`config.mk`:
```
export PLATFORM = sky130hd
export DESIGN_NAME = phy_basic_mode_control
export DESIGN_NICKNAME = d
export VERILOG_FILES = /design/src/verilog/mac_side_path.v /design/src/verilog/phy_basic_mode_control.v
export VERILOG_INCLUDE_DIRS = /design/src /design/src/verilog
export SDC_FILE = /design/constraint.sdc
export NUM_CORES = 1
export LEC_CHECK = 0
export ABC_CLOCK_PERIOD_IN_PS = 1600
export BUFFER_PORTS_ARGS = -buffer_cell sky130_fd_sc_hd__buf_2
export CAP_MARGIN = 20
export CORE_UTILIZATION = 45
export DETAILED_ROUTE_END_ITERATION = 8
export GPL_TIMING_DRIVEN = 0
export PLACE_DENSITY = 0.86
export SETUP_SLACK_MARGIN = 0.05
export SLEW_MARGIN = 40
export SYNTH_ARGS = -nofsm -noshare
export SYNTH_HDL_FRONTEND = slang
export SYNTH_HIERARCHICAL = 1
export SYNTH_SLANG_ARGS = --single-unit
```
`constraint.sdc`:
```
create_clock -name aclk -period 1.6 [get_ports aclk]
set_input_delay 0.08 -clock aclk [delete_from_list [all_inputs] [get_ports aclk]]
set_output_delay 0.08 -clock aclk [all_outputs]
set_load 0.01 [all_outputs]
```
`src/verilog/bmc_defines.vh`:
```
// Constants for the basic mode control register block.
// Assumes inclusion by bare name from files under verilog/ and tb/.
`ifndef BMC_DEFINES_VH
`define BMC_DEFINES_VH

// Byte addresses on the register bus
`define BMC_ADDR_W          12
`define BMC_OFF_CTRL        12'h000
`define BMC_OFF_PIN_CFG     12'h100
`define BMC_OFF_STATE       12'h104

// Field positions of basic_mode_control
`define BMC_BIT_SOFT_RST    15
`define BMC_BIT_LOOPBACK    14
`define BMC_BIT_SPEED       13
`define BMC_BIT_ANEG        12
`define BMC_BIT_PDOWN       11
`define BMC_BIT_ISOLATE     10
`define BMC_BIT_DUPLEX      8
`define BMC_BIT_SPARE       7

// Reset value and fixed capability bits
`define BMC_RESET_VAL       16'h2100
`define BMC_SPEED_VAL       1'b1
`define BMC_ANEG_VAL        1'b0
`define BMC_DUPLEX_VAL      1'b1

// Field positions of the pin configuration and state registers
`define BMC_BIT_PIN_PD_EN   0
`define BMC_BIT_ST_DIG_RST  0
`define BMC_BIT_ST_PDOWN    1
`define BMC_BIT_ST_ISOLATE  2
`define BMC_BIT_ST_LOOPBACK 3
`define BMC_BIT_ST_LINK     4
`define BMC_BIT_ST_PIN      5

// Soft reset hold time, in ns, and its length in 10 ns cycles
`define BMC_CLK_PERIOD_NS   10
`define BMC_SOFT_RST_NS     1000
`define BMC_SOFT_RST_CYC    ((`BMC_SOFT_RST_NS + `BMC_CLK_PERIOD_NS - 1) / `BMC_CLK_PERIOD_NS)

// Bus responses
`define BMC_RESP_OKAY       2'b00
`define BMC_RESP_SLVERR     2'b10

`endif

```
`src/verilog/mac_side_path.v`:
```
// MAC-facing data path: normal pass, loopback, isolate and quiet modes.
// Assumes all inputs are on aclk; every output is a flip-flop.
`timescale 1ns/1ps
`default_nettype none

module mac_side_path #(
  parameter integer DW = 4
) (
  input  wire          aclk,
  input  wire          clr,
  input  wire          loopback,
  input  wire          isolate,
  input  wire          quiet,
  input  wire [DW-1:0] mac_txd,
  input  wire          mac_tx_en,
  input  wire [DW-1:0] line_rxd,
  input  wire          line_rx_dv,
  output reg  [DW-1:0] mac_rxd,
  output reg           mac_rx_dv,
  output reg  [DW-1:0] line_txd,
  output reg           line_tx_en
);

  ////////////////////////////////////////////////////////////////////////////
  // Receive side toward the MAC; isolate wins so the MAC bus stays silent
  always @(posedge aclk) begin
    if (clr || isolate || quiet) begin
      mac_rxd   <= {DW{1'b0}};
      mac_rx_dv <= 1'b0;
    end else if (loopback) begin
      mac_rxd   <= mac_txd;
      mac_rx_dv <= mac_tx_en;
    end else begin
      mac_rxd   <= line_rxd;
      mac_rx_dv <= line_rx_dv;
    end
  end

  ////////////////////////////////////////////////////////////////////////////
  // Transmit side toward the line; loopback keeps the line quiet
  always @(posedge aclk) begin
    if (clr || isolate || quiet || loopback) begin
      line_txd   <= {DW{1'b0}};
      line_tx_en <= 1'b0;
    end else begin
      line_txd   <= mac_txd;
      line_tx_en <= mac_tx_en;
    end
  end

endmodule

`default_nettype wire

```
`src/verilog/phy_basic_mode_control.v`:
```
// Basic mode control register of a 100 Mbit/s single-pair PHY, AXI4-Lite slave.
// Assumes one 100 MHz clock; multi-purpose pin is asynchronous, link_ok is on aclk.
//
// The AXI4-Lite interface to the registers was left to the implementer.
`timescale 1ns/1ps
`default_nettype none
`include "bmc_defines.vh"

module phy_basic_mode_control #(
  parameter integer DW            = 4,
  parameter integer SOFT_RST_CYC  = `BMC_SOFT_RST_CYC
) (
  input  wire          aclk,
  input  wire          aresetn,
  // AXI4-Lite write address
  input  wire [31:0]   s_axi_awaddr,
  input  wire [2:0]    s_axi_awprot,
  input  wire          s_axi_awvalid,
  output reg           s_axi_awready,
  // AXI4-Lite write data
  input  wire [31:0]   s_axi_wdata,
  input  wire [3:0]    s_axi_wstrb,
  input  wire          s_axi_wvalid,
  output reg           s_axi_wready,
  // AXI4-Lite write response
  output reg  [1:0]    s_axi_bresp,
  output reg           s_axi_bvalid,
  input  wire          s_axi_bready,
  // AXI4-Lite read address
  input  wire [31:0]   s_axi_araddr,
  input  wire [2:0]    s_axi_arprot,
  input  wire          s_axi_arvalid,
  output reg           s_axi_arready,
  // AXI4-Lite read data
  output reg  [31:0]   s_axi_rdata,
  output reg  [1:0]    s_axi_rresp,
  output reg           s_axi_rvalid,
  input  wire          s_axi_rready,
  // Multi-purpose pin, active low, asynchronous
  input  wire          mp_pin_n,
  // Link state from the PHY core
  input  wire          link_ok,
  // MAC data interface
  input  wire [DW-1:0] mac_txd,
  input  wire          mac_tx_en,
  output wire [DW-1:0] mac_rxd,
  output wire          mac_rx_dv,
  // Line side data
  input  wire [DW-1:0] line_rxd,
  input  wire          line_rx_dv,
  output wire [DW-1:0] line_txd,
  output wire          line_tx_en,
  // Control toward the PHY core
  output reg           dig_rst_n_q,
  output reg           power_down_q,
  output reg           isolate_q,
  output reg           link_up_q
);

  localparam integer CW = 16;

  ////////////////////////////////////////////////////////////////////////////
  // Register state
  reg          soft_rst_q;
  reg [CW-1:0] srst_cnt_q;
  reg          loopback_q;
  reg          pdown_q;
  reg          iso_bit_q;
  reg          spare_q;
  reg          pin_pd_en_q;
  reg          pin_s1_q;
  reg          pin_s2_q;

  // Bus state
  reg          aw_full_q;
  reg          w_full_q;
  reg [11:0]   aw_addr_q;
  reg [31:0]   w_data_q;
  reg [3:0]    w_strb_q;

  wire         aw_take;
  wire         w_take;
  wire         do_write;
  wire         ar_take;
  wire         pin_pd;
  wire         pd_eff;
  wire [15:0]  ctrl_rd;
  wire [31:0]  state_rd;
  wire         wr_ctrl;
  wire         wr_pin;

  assign aw_take  = s_axi_awvalid && s_axi_awready;
  assign w_take   = s_axi_wvalid && s_axi_wready;
  assign do_write = aw_full_q && w_full_q && !s_axi_bvalid;
  assign ar_take  = s_axi_arvalid && s_axi_arready;
  assign wr_ctrl  = do_write && (aw_addr_q == `BMC_OFF_CTRL);
  assign wr_pin   = do_write && (aw_addr_q == `BMC_OFF_PIN_CFG);

  ////////////////////////////////////////////////////////////////////////////
  // Pin synchroniser; only the second stage is read by logic
  always @(posedge aclk) begin
    if (!aresetn) begin
      pin_s1_q <= 1'b1;
      pin_s2_q <= 1'b1;
    end else begin
      pin_s1_q <= mp_pin_n;
      pin_s2_q <= pin_s1_q;
    end
  end

  // Pin acts only once software has routed it to power-down
  assign pin_pd = pin_pd_en_q && !pin_s2_q;
  assign pd_eff = pdown_q || pin_pd;

  ////////////////////////////////////////////////////////////////////////////
  // Soft reset: bit stays set for a fixed hold, then clears itself
  always @(posedge aclk) begin
    if (!aresetn) begin
      soft_rst_q <= 1'b0;
      srst_cnt_q <= {CW{1'b0}};
    end else if (soft_rst_q) begin
      // Writes of zero or one during the hold change nothing
      if (srst_cnt_q == SOFT_RST_CYC[CW-1:0] - 16'h0001) begin
        soft_rst_q <= 1'b0;
        srst_cnt_q <= {CW{1'b0}};
      end else begin
        srst_cnt_q <= srst_cnt_q + 16'h0001;
      end
    end else if (wr_ctrl && w_strb_q[1] && w_data_q[`BMC_BIT_SOFT_RST]) begin
      soft_rst_q <= 1'b1;
      srst_cnt_q <= {CW{1'b0}};
    end
  end

  ////////////////////////////////////////////////////////////////////////////
  // Writable control fields; soft reset returns them to defaults
  always @(posedge aclk) begin
    if (!aresetn || soft_rst_q) begin
      loopback_q <= 1'b0;
      pdown_q    <= 1'b0;
      iso_bit_q  <= 1'b0;
      spare_q    <= 1'b0;
    end else begin
      if (wr_ctrl && w_strb_q[1]) begin
        loopback_q <= w_data_q[`BMC_BIT_LOOPBACK];
        iso_bit_q  <= w_data_q[`BMC_BIT_ISOLATE];
        // A clear that meets an active pin loses to the pin
        pdown_q    <= w_data_q[`BMC_BIT_PDOWN] || pin_pd;
      end else if (pin_pd) begin
        pdown_q <= 1'b1;
      end
      if (wr_ctrl && w_strb_q[0]) begin
        spare_q <= w_data_q[`BMC_BIT_SPARE];
      end
    end
  end

  ////////////////////////////////////////////////////////////////////////////
  // Pin routing lives outside 0x0..0x0F, so soft reset leaves it alone
  always @(posedge aclk) begin
    if (!aresetn) begin
      pin_pd_en_q <= 1'b0;
    end else if (wr_pin && w_strb_q[0]) begin
      pin_pd_en_q <= w_data_q[`BMC_BIT_PIN_PD_EN];
    end
  end

  ////////////////////////////////////////////////////////////////////////////
  // Control register read image; fixed bits come from constants
  assign ctrl_rd = {soft_rst_q,
                    loopback_q,
                    `BMC_SPEED_VAL,
                    `BMC_ANEG_VAL,
                    pdown_q,
                    iso_bit_q,
                    1'b0,
                    `BMC_DUPLEX_VAL,
                    spare_q,
                    7'h00};

  // Block state image
  assign state_rd = {26'h0000000,
                     !pin_s2_q,
                     link_up_q,
                     loopback_q,
                     isolate_q,
                     power_down_q,
                     !dig_rst_n_q};

  ////////////////////////////////////////////////////////////////////////////
  // Outputs toward the PHY core
  always @(posedge aclk) begin
    if (!aresetn) begin
      dig_rst_n_q  <= 1'b0;
      power_down_q <= 1'b0;
      isolate_q    <= 1'b0;
      link_up_q    <= 1'b0;
    end else begin
      dig_rst_n_q  <= !soft_rst_q;
      power_down_q <= pd_eff;
      isolate_q    <= iso_bit_q;
      // Link is never reported in loopback, power-down or reset
      link_up_q    <= link_ok && !loopback_q && !pd_eff && !soft_rst_q;
    end
  end

  ////////////////////////////////////////////////////////////////////////////
  // Write channels: address and data taken in either order, one at a time
  always @(posedge aclk) begin
    if (!aresetn) begin
      aw_full_q     <= 1'b0;
      w_full_q      <= 1'b0;
      aw_addr_q     <= 12'h000;
      w_data_q      <= 32'h00000000;
      w_strb_q      <= 4'h0;
      s_axi_awready <= 1'b0;
      s_axi_wready  <= 1'b0;
      s_axi_bvalid  <= 1'b0;
      s_axi_bresp   <= `BMC_RESP_OKAY;
    end else begin
      if (aw_take) begin
        aw_full_q     <= 1'b1;
        aw_addr_q     <= s_axi_awaddr[11:0];
        s_axi_awready <= 1'b0;
      end else if (!aw_full_q && !s_axi_bvalid) begin
        s_axi_awready <= 1'b1;
      end
      if (w_take) begin
        w_full_q     <= 1'b1;
        w_data_q     <= s_axi_wdata;
        w_strb_q     <= s_axi_wstrb;
        s_axi_wready <= 1'b0;
      end else if (!w_full_q && !s_axi_bvalid) begin
        s_axi_wready <= 1'b1;
      end
      if (do_write) begin
        aw_full_q    <= 1'b0;
        w_full_q     <= 1'b0;
        s_axi_bvalid <= 1'b1;
        // Address bits above bit 11 are dropped, so such writes alias; other offsets refused
        if ((aw_addr_q == `BMC_OFF_CTRL) || (aw_addr_q == `BMC_OFF_PIN_CFG) ||
            (aw_addr_q == `BMC_OFF_STATE)) begin
          s_axi_bresp <= `BMC_RESP_OKAY;
        end else begin
          s_axi_bresp <= `BMC_RESP_SLVERR;
        end
      end else if (s_axi_bvalid && s_axi_bready) begin
        s_axi_bvalid <= 1'b0;
      end
    end
  end

  ////////////////////////////////////////////////////////////////////////////
  // Read channel: one outstanding read, answer the cycle after acceptance
  always @(posedge aclk) begin
    if (!aresetn) begin
      s_axi_arready <= 1'b0;
      s_axi_rvalid  <= 1'b0;
      s_axi_rdata   <= 32'h00000000;
      s_axi_rresp   <= `BMC_RESP_OKAY;
    end else begin
      if (ar_take) begin
        s_axi_arready <= 1'b0;
        s_axi_rvalid  <= 1'b1;
        s_axi_rresp   <= `BMC_RESP_OKAY;
        case (s_axi_araddr[11:0])
          `BMC_OFF_CTRL: begin
            s_axi_rdata <= {16'h0000, ctrl_rd};
          end
          `BMC_OFF_PIN_CFG: begin
            s_axi_rdata <= {31'h00000000, pin_pd_en_q};
          end
          `BMC_OFF_STATE: begin
            s_axi_rdata <= state_rd;
          end
          default: begin
            s_axi_rdata <= 32'h00000000;
            s_axi_rresp <= `BMC_RESP_SLVERR;
          end
        endcase
      end else if (s_axi_rvalid && s_axi_rready) begin
        s_axi_rvalid <= 1'b0;
      end else if (!s_axi_rvalid) begin
        s_axi_arready <= 1'b1;
      end
    end
  end

  ////////////////////////////////////////////////////////////////////////////
  // MAC data path; power-down and soft reset silence it, bus stays alive
  mac_side_path #(
    .DW         (DW)
  ) u_path (
    .aclk       (aclk),
    .clr        (!aresetn || soft_rst_q),
    .loopback   (loopback_q),
    .isolate    (iso_bit_q),
    .quiet      (pd_eff),
    .mac_txd    (mac_txd),
    .mac_tx_en  (mac_tx_en),
    .line_rxd   (line_rxd),
    .line_rx_dv (line_rx_dv),
    .mac_rxd    (mac_rxd),
    .mac_rx_dv  (mac_rx_dv),
    .line_txd   (line_txd),
    .line_tx_en (line_tx_en)
  );

endmodule

`default_nettype wire

```
---- Word-level counts from Yosys, hierarchy flattened ----
Index checks and enable logic that the tools add are counted.
W data, S select, Z words.
cells by class
  add/sub/neg operators ................... 1
  multiply operators ...................... 0
  divide/modulo/power cells ............... 0
  order comparisons ....................... 0
  equality and inequality tests ........... 5
  shifts and indexed selects .............. 0
  mux-type cells .......................... 17
  bitwise gates (word level) .............. 3
  reductions and logical operators ........ 48
operators with widths
  cell                     count
  $eq A12 B9 Y1 const B    4
  $mux W16                 3
  $pmux W16 S3             1
  $logic_not A12 Y1        2
  $logic_and A1 B1 Y1      19
  $add A16 B1 Y16 const B  1
  $eq A16 B7 Y1 const B    1
  $mux W1                  10
  $logic_not A1 Y1         9
  $logic_or A1 B1 Y1       8
  $reduce_bool A2 Y1       4
  $reduce_or A2 Y1         4
  $mux W2                  2
  $mux W4                  1
  $not A1 Y1               3
  $reduce_or A3 Y1         1
  $reduce_and A2 Y1        1
storage, ports and cells
  bits in registers ....................... 111
  latch bits .............................. 0
  memory bits (writable) .................. 0
  memory bits (read-only) ................. 0
  output and inout bits ................... 55
  word-level logic and storage cells ...... 104
  memories ................................ 0

---- Longest topological paths before layout ----
Gate-level depths: netlist (run 1).
  word-level depth ........................ 7
  mapped depth ............................ 6
  gate-level depth less buffers ........... 5

---- Cells and area by module ----
Netlist (run 1), hierarchy kept.
modules (own cells, without submodules)
  module                  instances  cells an instance  area an instance (sq um)
  phy_basic_mode_control  1          350                3080.5
  mac_side_path           1          28                 344.1

---- Worst setup path before layout (run 1) ----
Ideal clock, no wire load.
  path type ............................... register to register
  start point ............................. register srst_cnt_q[0]
  end point ............................... register srst_cnt_q[12]
  library setup time ...................... 0.128 ns
  arrival ................................. 1.361 ns
  required time ........................... 1.472 ns
  path slack .............................. 0.111 ns
  stages on the path, launching flop included .. 6
  buffers on the path ..................... 0
  period minus slack after synthesis ...... 1.489 ns
  cell sequence ........................... dfxtp_1 ha_1 nand4_2 o31a_1 o211ai_1 o21ai_0
between the ends
  word-level cells in the longest chain between the ends .. 3
  elaborated cells between the ends (all ways) .. 4
RTL lines
  what                                              line                                                        RTL
  start: declaration                                phy_basic_mode_control.v:65                                 reg [CW-1:0] srst_cnt_q;
  start signal: assignment                          phy_basic_mode_control.v:120                                srst_cnt_q <= {CW{1'b0}};
  start signal: assignment                          phy_basic_mode_control.v:125                                srst_cnt_q <= {CW{1'b0}};
  start signal: assignment                          phy_basic_mode_control.v:127                                srst_cnt_q <= srst_cnt_q + 16'h0001;
  $add A16 B1 Y16 or $eq A16 B7 Y1 (tied branches)  phy_basic_mode_control.v:127, phy_basic_mode_control.v:123
  $mux W16 (*)                                      phy_basic_mode_control.v:123                                if (srst_cnt_q == SOFT_RST_CYC[CW-1:0] - 16'h0001) begin
  $mux W16 (*)                                      phy_basic_mode_control.v:121                                end else if (soft_rst_q) begin
Mark *: on every way between the ends. The rest lies on a longest branch, timed or not.
A chain may end at the register's enable or synchronous reset.

---- Worst setup path in the final report (run 1) ----
  start point ............................. register srst_cnt_q[1]
  end point ............................... register srst_cnt_q[10]
Same word-level chain as after synthesis.

==> results by group, run 1 <==
Yosys
  – Ys flop type: dfxtp_1
  – #FFs+latches synth: slightly below 80
  – Top cells by area, synth: dfxtp_1 (46%), nand2_1 (6.1%), buf_4 (4.8%)
  – Post-synthesis sequential area ratio: a little under half
  – Post-synthesis cell type count: 58
  – Synth Area per Inst: 9.060 um^2
  – Post-synthesis async set-or-reset flop share: 0%
  – Yosys top cell area share: between 40% and 50%
  – Yosys warnings: 6
  – Mapped Area: 3425 um^2
  – Synth Instances: between 300 and 400
  – Post-synth EDFFs: 0
  – Synth area leader: dfxtp_1

Detailed routing
  – M1 wire length: around 4100 um
  – Iteration count of the initial detailed-routing pass: 5
  – DR vias/cell: 5.495
  – Final ANT Viol Nets: 0
  – Vias after detailed routing: ~3,600
  – Highest routed metal layer: met4
  – Drt wl/cell: 16.62 um
  – Drt total wl: between 10,000 and 15,000 um
  – DRC: 0
  – Met3 wire length: 724 um
  – Iteration-0 DRC Markers: 376
  – Metal2 WL: around 5400 um

Critical path
  – Cells along the critical path: ha_4 > buf_12 > nand4_4 > nor4_1 > nand4_1 > o311ai_1
  – Critical Path RT: 1.84 ns
  – Setup slack, reg-to-reg: -0.08 ns
  – Critical Path Start Type: flip-flop
  – R2r startpoint: srst_cnt_q[1]
  – Critical path's slowest cell: nor4_1
  – CP Max Fanout: 8
  – Crit path from: srst_cnt_q[1]
  – Crit path arrival time: about 1.9 ns
  – CP max stage delay: between 0.4 and 0.5 ns
  – Crit path kind: reg2reg
  – Setup crit end kind: flip-flop

Clock network
  – Total CTS buffers: 9
  – Clk sinks: between 70 and 80
  – H-Tree Depth: 3
  – Clock transition at the registers of the reported paths: approximately 0.09 ns
  – Clk Latency, worst-skew pair: between 0.3 and 0.4 ns
  – Clock Tree Buf Depth: 2
  – CTS tree: yes
  – Root buf cell: clkbuf_8

STA
  – Fin crit period: approximately 1.7 ns
  – Crit share post-route: 105.2%
  – RSZ-0062 raised after global routing: true
  – Final hold vios: 0
  – Final setup violation count: 10
  – Clock Skew: roughly 0.016 ns
  – Worst Tran Pin Value: 0.6560 ns
  – PnR worst setup slack: -0.08275 ns
  – Fmax: between 0.5 and 0.6 GHz
  – Final slew viol count: 0
  – Max-slew headroom: between 50% and 60%
  – Final setup TNS: -0.2450 ns

Final layout
  – Fill cell count: 540
  – Final #Nets: roughly 670
  – Post-layout util: between 60% and 70%
  – Layout cells sized above 1: 33.39%
  – Synth-to-Final Area Change: 43.08%
  – Non-Filler Instances: around 650

Global routing
  – Largest net degree at the start of global routing: 14
  – Vias in the first global route: ~3,300
  – Total track usage: between 20% and 30%
  – First-pass GRT wire length: 15,070 um
  – Initial antenna violation count: 0
  – Gr ovfl total: 0

Placed design
  – Port Buffers: between 80 and 90
  – Gpl congestion: about 0.85
  – Dpl ws: -0.1007 ns
  – Post-Place Cells: 580
  – HPWL after DPL: roughly 5800 um

Status
  – Outcome: complete, but fails checks
  – Failing checks: negative setup slack

Worst hold path
  – Hold crit path type: in2reg
  – Worst Min Path Start: s_axi_arvalid

Job
  – Max-cap viol count: 0

Pwr
  – P_leak: 2.038 nW
  – Max VDD drop: roughly 0.00063 V
  – Power Dens Cells: approximately 830 nW/um^2

Floorplan
  – Site Rows: 31
  – Core ar.: between 7000 and 8000 um^2
  – Die Ht: a little under 90 um
  – Die X: 89.24 um
  – Initial Util: 46.96%
  – Top-Level Pins: 180
  – Die ar.: about 8000 um^2
registers in the layout, summed over array words and instances (netlist names), 2 cells and up:
register	flops
w_data_q	6
u_path/mac_rxd	4
srst_cnt_q	16
s_axi_rdata	12
u_path/line_txd	4
w_strb_q	2
aw_addr_q	12
path summary, 6_finish.rpt:
| check | cells past startpoint | end |
|---|---|---|
| worst max register to register | 6 | srst_cnt_q[10] |
| worst min-delay path | 3 | s_axi_rvalid |
| worst max-delay path | 6 | srst_cnt_q[10] |
| worst min register to register | 1 | pin_s2_q |
layout make-up:
cell class | instances | area, um^2 | share of cell area [%]
antenna | 2 | 5.005 | 0.1021
buffer | 37 | 256.5 | 5.235
clock buffer | 11 | 141.4 | 2.886
clock inverter | 4 | 55.05 | 1.124
inverter | 15 | 60.06 | 1.226
multi-input combinational | 267 | 1772 | 36.16
sequential | 79 | 1600 | 32.66
tap | 99 | 123.9 | 2.528
timing repair buffer | 132 | 885.9 | 18.08
metrics by stage:
stage	power, W	cell area, um^2	hold slack (ns)
after global placement	0.002491	4039	0.2684
after global routing	0.004211	4895	0.03092
after floorplan	0.002357	3500	0.1815
after detailed placement	0.002505	4039	0.2674
after CTS	0.004041	4668	0.01168
final	0.004089	4900	0.02313
cell usage after synthesis (2+ instances only):
cell / n
nand2b_1: 7
nor3_1: 6
nor4_1: 10
nand3_1: 18
a211oi_1: 3
o2111ai_1: 2
nand4_1: 10
nor4_4: 3
nand4b_1: 2
nor3_2: 2
buf_4: 22
mux2i_1: 8
buf_6: 2
dfxtp_1: 79
clkbuf_1: 9
buf_2: 4
nor2_1: 15
o221ai_1: 2
o21ai_0: 8
a21oi_1: 32
a22o_1: 8
o2bb2ai_1: 5
and2_1: 7
o211ai_1: 5
o311ai_0: 2
and4_1: 2
nand2_1: 56
xor2_1: 3
xnor2_1: 2
and3_1: 2
or3_1: 2
inv_1: 14
kinds of logic after synthesis:
logic type                 synth area share [%]
AOI/OAI and AO/OA                         15.64
xor gates and xnor gates                  1.279
adders and majority gates                0.3653
buffers and inverters                     8.695
DFF                                       46.18
muxes                                     2.338
other                                    0.1095
and+or+nand+nor                           25.39
cells in the final DEF, fill, tap and decap left out, types with 8 or more instances in the layout:
cell type | Yosys | layout
dfxtp_1 | 79 | 70
nand2_1 | 56 | 55
nand3_1 | 18 | 18
mux2i_1 | 8 | 8
conb_1 | 1 | 21
nor2_1 | 15 | 13
buf_2 | 4 | 84
clkbuf_8 | 0 | 10
inv_1 | 14 | 13
dlygate4sd3_1 | 0 | 33
a22o_1 | 8 | 8
buf_4 | 22 | 36
nand4_1 | 10 | 10
clkbuf_1 | 9 | 10
a21oi_1 | 32 | 31
layer usage:
layer  vias to the layer above  track usage (%)
met5                         -                0
met4                         0            17.17
met3                        53            4.617
met2                       206            42.68
met1                      1657            29.16
li1                       1634                -
critical path: cells and delay by family (launching register included):
family                   cells  cell delay [ns]
AO/OA/AOI/OAI                1             0.13
adder cells (fa/ha/maj)      1             0.16
buffers and inverters        1             0.10
flip-flops                   1             0.39
AND/OR/NAND/NOR              3             0.78
report_power, final:
group          internal [W]  total (W)  switching, W
registers           0.00202    0.00207     0.0000500
logic              0.000238   0.000493      0.000255
clock network      0.000765    0.00152      0.000758
total               0.00303    0.00409       0.00106
what timing repair did:
| action | CTS | global route |
|---|---|---|
| setup buffers | 7 | 8 |
| endpoints found under the setup margin | 27 | 31 |
| pin swaps | 6 | 19 |
| cloned | 0 | 1 |
| resized for setup | 14 | 39 |
| hold buffers | 33 | 0 |
| hold endpoints to repair | 33 | 0 |
No activity file was read; power rests on OpenSTA's default activity.
==> run 2: changes to the inputs <==
--- a/config.mk
+++ b/config.mk
@@ -9,10 +9,12 @@
 export ABC_CLOCK_PERIOD_IN_PS = 1600
 export BUFFER_PORTS_ARGS = -buffer_cell sky130_fd_sc_hd__buf_2
 export CAP_MARGIN = 20
-export CORE_UTILIZATION = 45
+export CELL_PAD_IN_SITES_DETAIL_PLACEMENT = 0
+export CELL_PAD_IN_SITES_GLOBAL_PLACEMENT = 1
+export CORE_UTILIZATION = 32
 export DETAILED_ROUTE_END_ITERATION = 8
 export GPL_TIMING_DRIVEN = 0
-export PLACE_DENSITY = 0.86
+export PLACE_DENSITY = 0.85
 export SETUP_SLACK_MARGIN = 0.05
 export SLEW_MARGIN = 40
 export SYNTH_ARGS = -nofsm -noshare
==> run 2 against run 1 <==
Compared with the run above: the run still ends with negative setup slack left; worst hold slack worse by 0.013 ns; final area shrank 0.92%; register-to-register slack improved by 0.07 ns; sequential cell count did not move; global-route usage down 9.2 points; combinational power fell by 5.5%; clock skew down 0.0080 ns; non-clock buffer count shrank 1; die area rose by 40%; sequential power is essentially flat.
==> results by group, run 2 (same netlist as run 1, synthesis figures left out) <==
Final layout
  – Fill cell count: 999
  – Reg area: 1595 um^2
  – Final #Nets: around 670
  – Diodes inserted: 0
  – Max reg flops: 16
  – Layout cells sized above 1: approximately 33%
  – Most common cell after layout, fill and taps aside: buf_2
  – Register with the most flip-flops: srst_cnt_q
  – Synth-to-Final Area Change: 41.76%
  – Commonest cells after routing, fill and taps aside: buf_2 (86), dfxtp_1 (72), nand2_1 (56)
  – Area of the multi-input gates: roughly 1700 um^2
  – Regs by FF count: srst_cnt_q: 16 flops, aw_addr_q: 12 flops, s_axi_rdata: 12 flops
  – Design Area, Final: 4855 um^2

Floorplan
  – Die X: roughly 110 um
  – Site Rows: 37
  – Die ar.: between 10,000 and 15,000 um^2
  – Top-Level Pins: 180
  – Die Ht: approximately 110 um
  – Core ar.: ~10,000 um^2
  – Initial Util: roughly a third

Critical path
  – Cells along the critical path: ha_4 > and3_4 > nand4_1 > buf_4 > or4b_4 > o211ai_1
  – Critical path's slowest cell: or4b_4
  – Setup slack, reg-to-reg: -0.01 ns
  – Crit path kind: reg2reg
  – Critical Path Start Type: flip-flop
  – CP max stage delay: 0.45 ns
  – CP Max Fanout: 4
  – Delay-heaviest family, CP: simple AND/OR/NAND/NOR gates
  – WP buf/inv: 1
  – Setup crit end kind: flip-flop
  – Critical Path RT: between 1.5 and 2 ns
  – Crit path arrival time: 1.90 ns

Pwr
  – P_leak: 2.004 nW
  – Max VDD drop: 0.0004673 V
  – Power Dens Cells: a little over 800 nW/um^2

STA
  – Fmax: approximately 0.62 GHz
  – Hold slack: about 0.010 ns
  – PnR worst setup slack: -0.01426 ns
  – Crit share post-route: 100.9%
  – Final setup TNS: -0.01426 ns
  – RSZ-0062 raised after global routing: true
  – Final setup violation count: 1
  – Max-slew headroom: about three fifths
  – Clock Skew: 0.007518 ns
  – Final slew viol count: 0
  – Worst Tran Pin Value: roughly 0.57 ns
  – Final hold vios: 0
  – Fin crit period: between 1.5 and 2 ns

Detailed routing
  – M1 wire length: between 4000 and 5000 um
  – Iteration-0 DRC Markers: 152
  – DRC: 0
  – Metal2 WL: between 4000 and 5000 um
  – Vias after detailed routing: about 3,300
  – Highest routed metal layer: met4
  – DR vias/cell: around 4.9
  – Final ANT Viol Nets: 0
  – Met3 wire length: around 520 um
  – Drt wl/cell: roughly 13 um
  – Drt total wl: about 8900 um
  – Iteration count of the initial detailed-routing pass: 4

Clock network
  – Clock transition at the registers of the reported paths: ~0.080 ns
  – Total CTS buffers: 9
  – CTS tree: yes
  – H-Tree Depth: 3
  – Clk sinks: just under 80
  – Root buf cell: clkbuf_8
  – Clock Tree Buf Depth: 2
  – Clk Latency, worst-skew pair: between 0.3 and 0.4 ns

Global routing
  – Vias in the first global route: 3,123
  – Largest net degree at the start of global routing: 15
  – Total track usage: 16.07%
  – Initial antenna violation count: 0
  – Gr ovfl total: 0
  – First-pass GRT wire length: between 10,000 and 15,000 um

Placed design
  – Port Buffers: 83
  – Cell area after placement: 4085 um^2
  – Gpl congestion: 0.8062
  – HPWL after DPL: roughly 6200 um

Job
  – Max-cap viol count: 0

Status
  – Failing checks: negative setup slack
  – Outcome: complete, but fails checks

Worst hold path
  – Hold crit path type: in2reg
## run 2: cell count changes in the layout (fill, tap and decap cells not counted), moves of 2 or more
cell           delta
buf_2             +2
buf_6             -3
nor4_4            -3
nor4_2            +4
buf_4             +3
dlygate4sd3_1     -2
diode_2           -2
dfxtp_1           +2
## run 2: area by class of cell
| class | instances | area share [%] |
|---|---|---|
| clock inverters | 6 | 1.418 |
| plain buffers | 37 | 5.103 |
| well taps | 136 | 3.505 |
| multi-input cells | 267 | 35.67 |
| inverters | 15 | 1.237 |
| repair buffers | 131 | 17.58 |
| clock buffers | 10 | 2.629 |
| flip-flops and latches | 79 | 32.86 |
## run 2: stage by stage
step	instances	utilization [%]	power [W]	worst slack, ns
3_3_place_gp	617	39.39	0.002499	-0.07822
6_report	681	46.81	0.004027	-0.01426
2_1_floorplan	398	-	0.002357	0.1112
5_1_grt	681	46.81	0.004205	-0.08629
3_5_place_dp	617	39.39	0.002507	-0.1887
4_1_cts	673	45.66	0.004039	0.005889
## run 2: where the power goes
| group | switching (W) | internal [W] | leakage, nW |
|---|---|---|---|
| sequential | 0.0000460 | 0.00202 | 0.648 |
| clock | 0.000762 | 0.000729 | 0.0968 |
| combinational | 0.000233 | 0.000232 | 1.26 |
| total | 0.00104 | 0.00299 | 2.00 |
## run 2: what timing repair did
| item | 4_1_cts | 5_1_grt |
|---|---|---|
| hold buffers | 31 | 0 |
| setup endpoints to repair | 28 | 27 |
| pin swaps | 7 | 8 |
| gates resized for setup | 19 | 17 |
| hold endpoints to repair | 31 | 0 |
| gates cloned | 0 | 0 |
| buffers inserted | 9 | 8 |
## run 2: worst paths after layout
path | startpoint | to | depth (start not counted)
min reg2reg | pin_s1_q | pin_s2_q | 1
min | s_axi_wdata[0] | w_data_q[0] | 3
max | srst_cnt_q[1] | srst_cnt_q[9] | 6
max reg2reg | srst_cnt_q[1] | srst_cnt_q[9] | 6
## run 2: worst min-delay path, delay by kind of cell
| kind | cells | cell delay [ns] |
|---|---|---|
| buffers and inverters | 1 | 0.10 |
| AO/OA/AOI/OAI | 1 | 0.06 |
| AND/OR/NAND/NOR | 1 | 0.08 |
## run 2: per-layer routing
| metal | GRT usage, % | vias up |
|---|---|---|
| li1 | - | 1630 |
| met1 | 20.05 | 1529 |
| met2 | 26.03 | 129 |
| met3 | 2.721 | 18 |
| met4 | 9.457 | 0 |
| met5 | 0 | - |
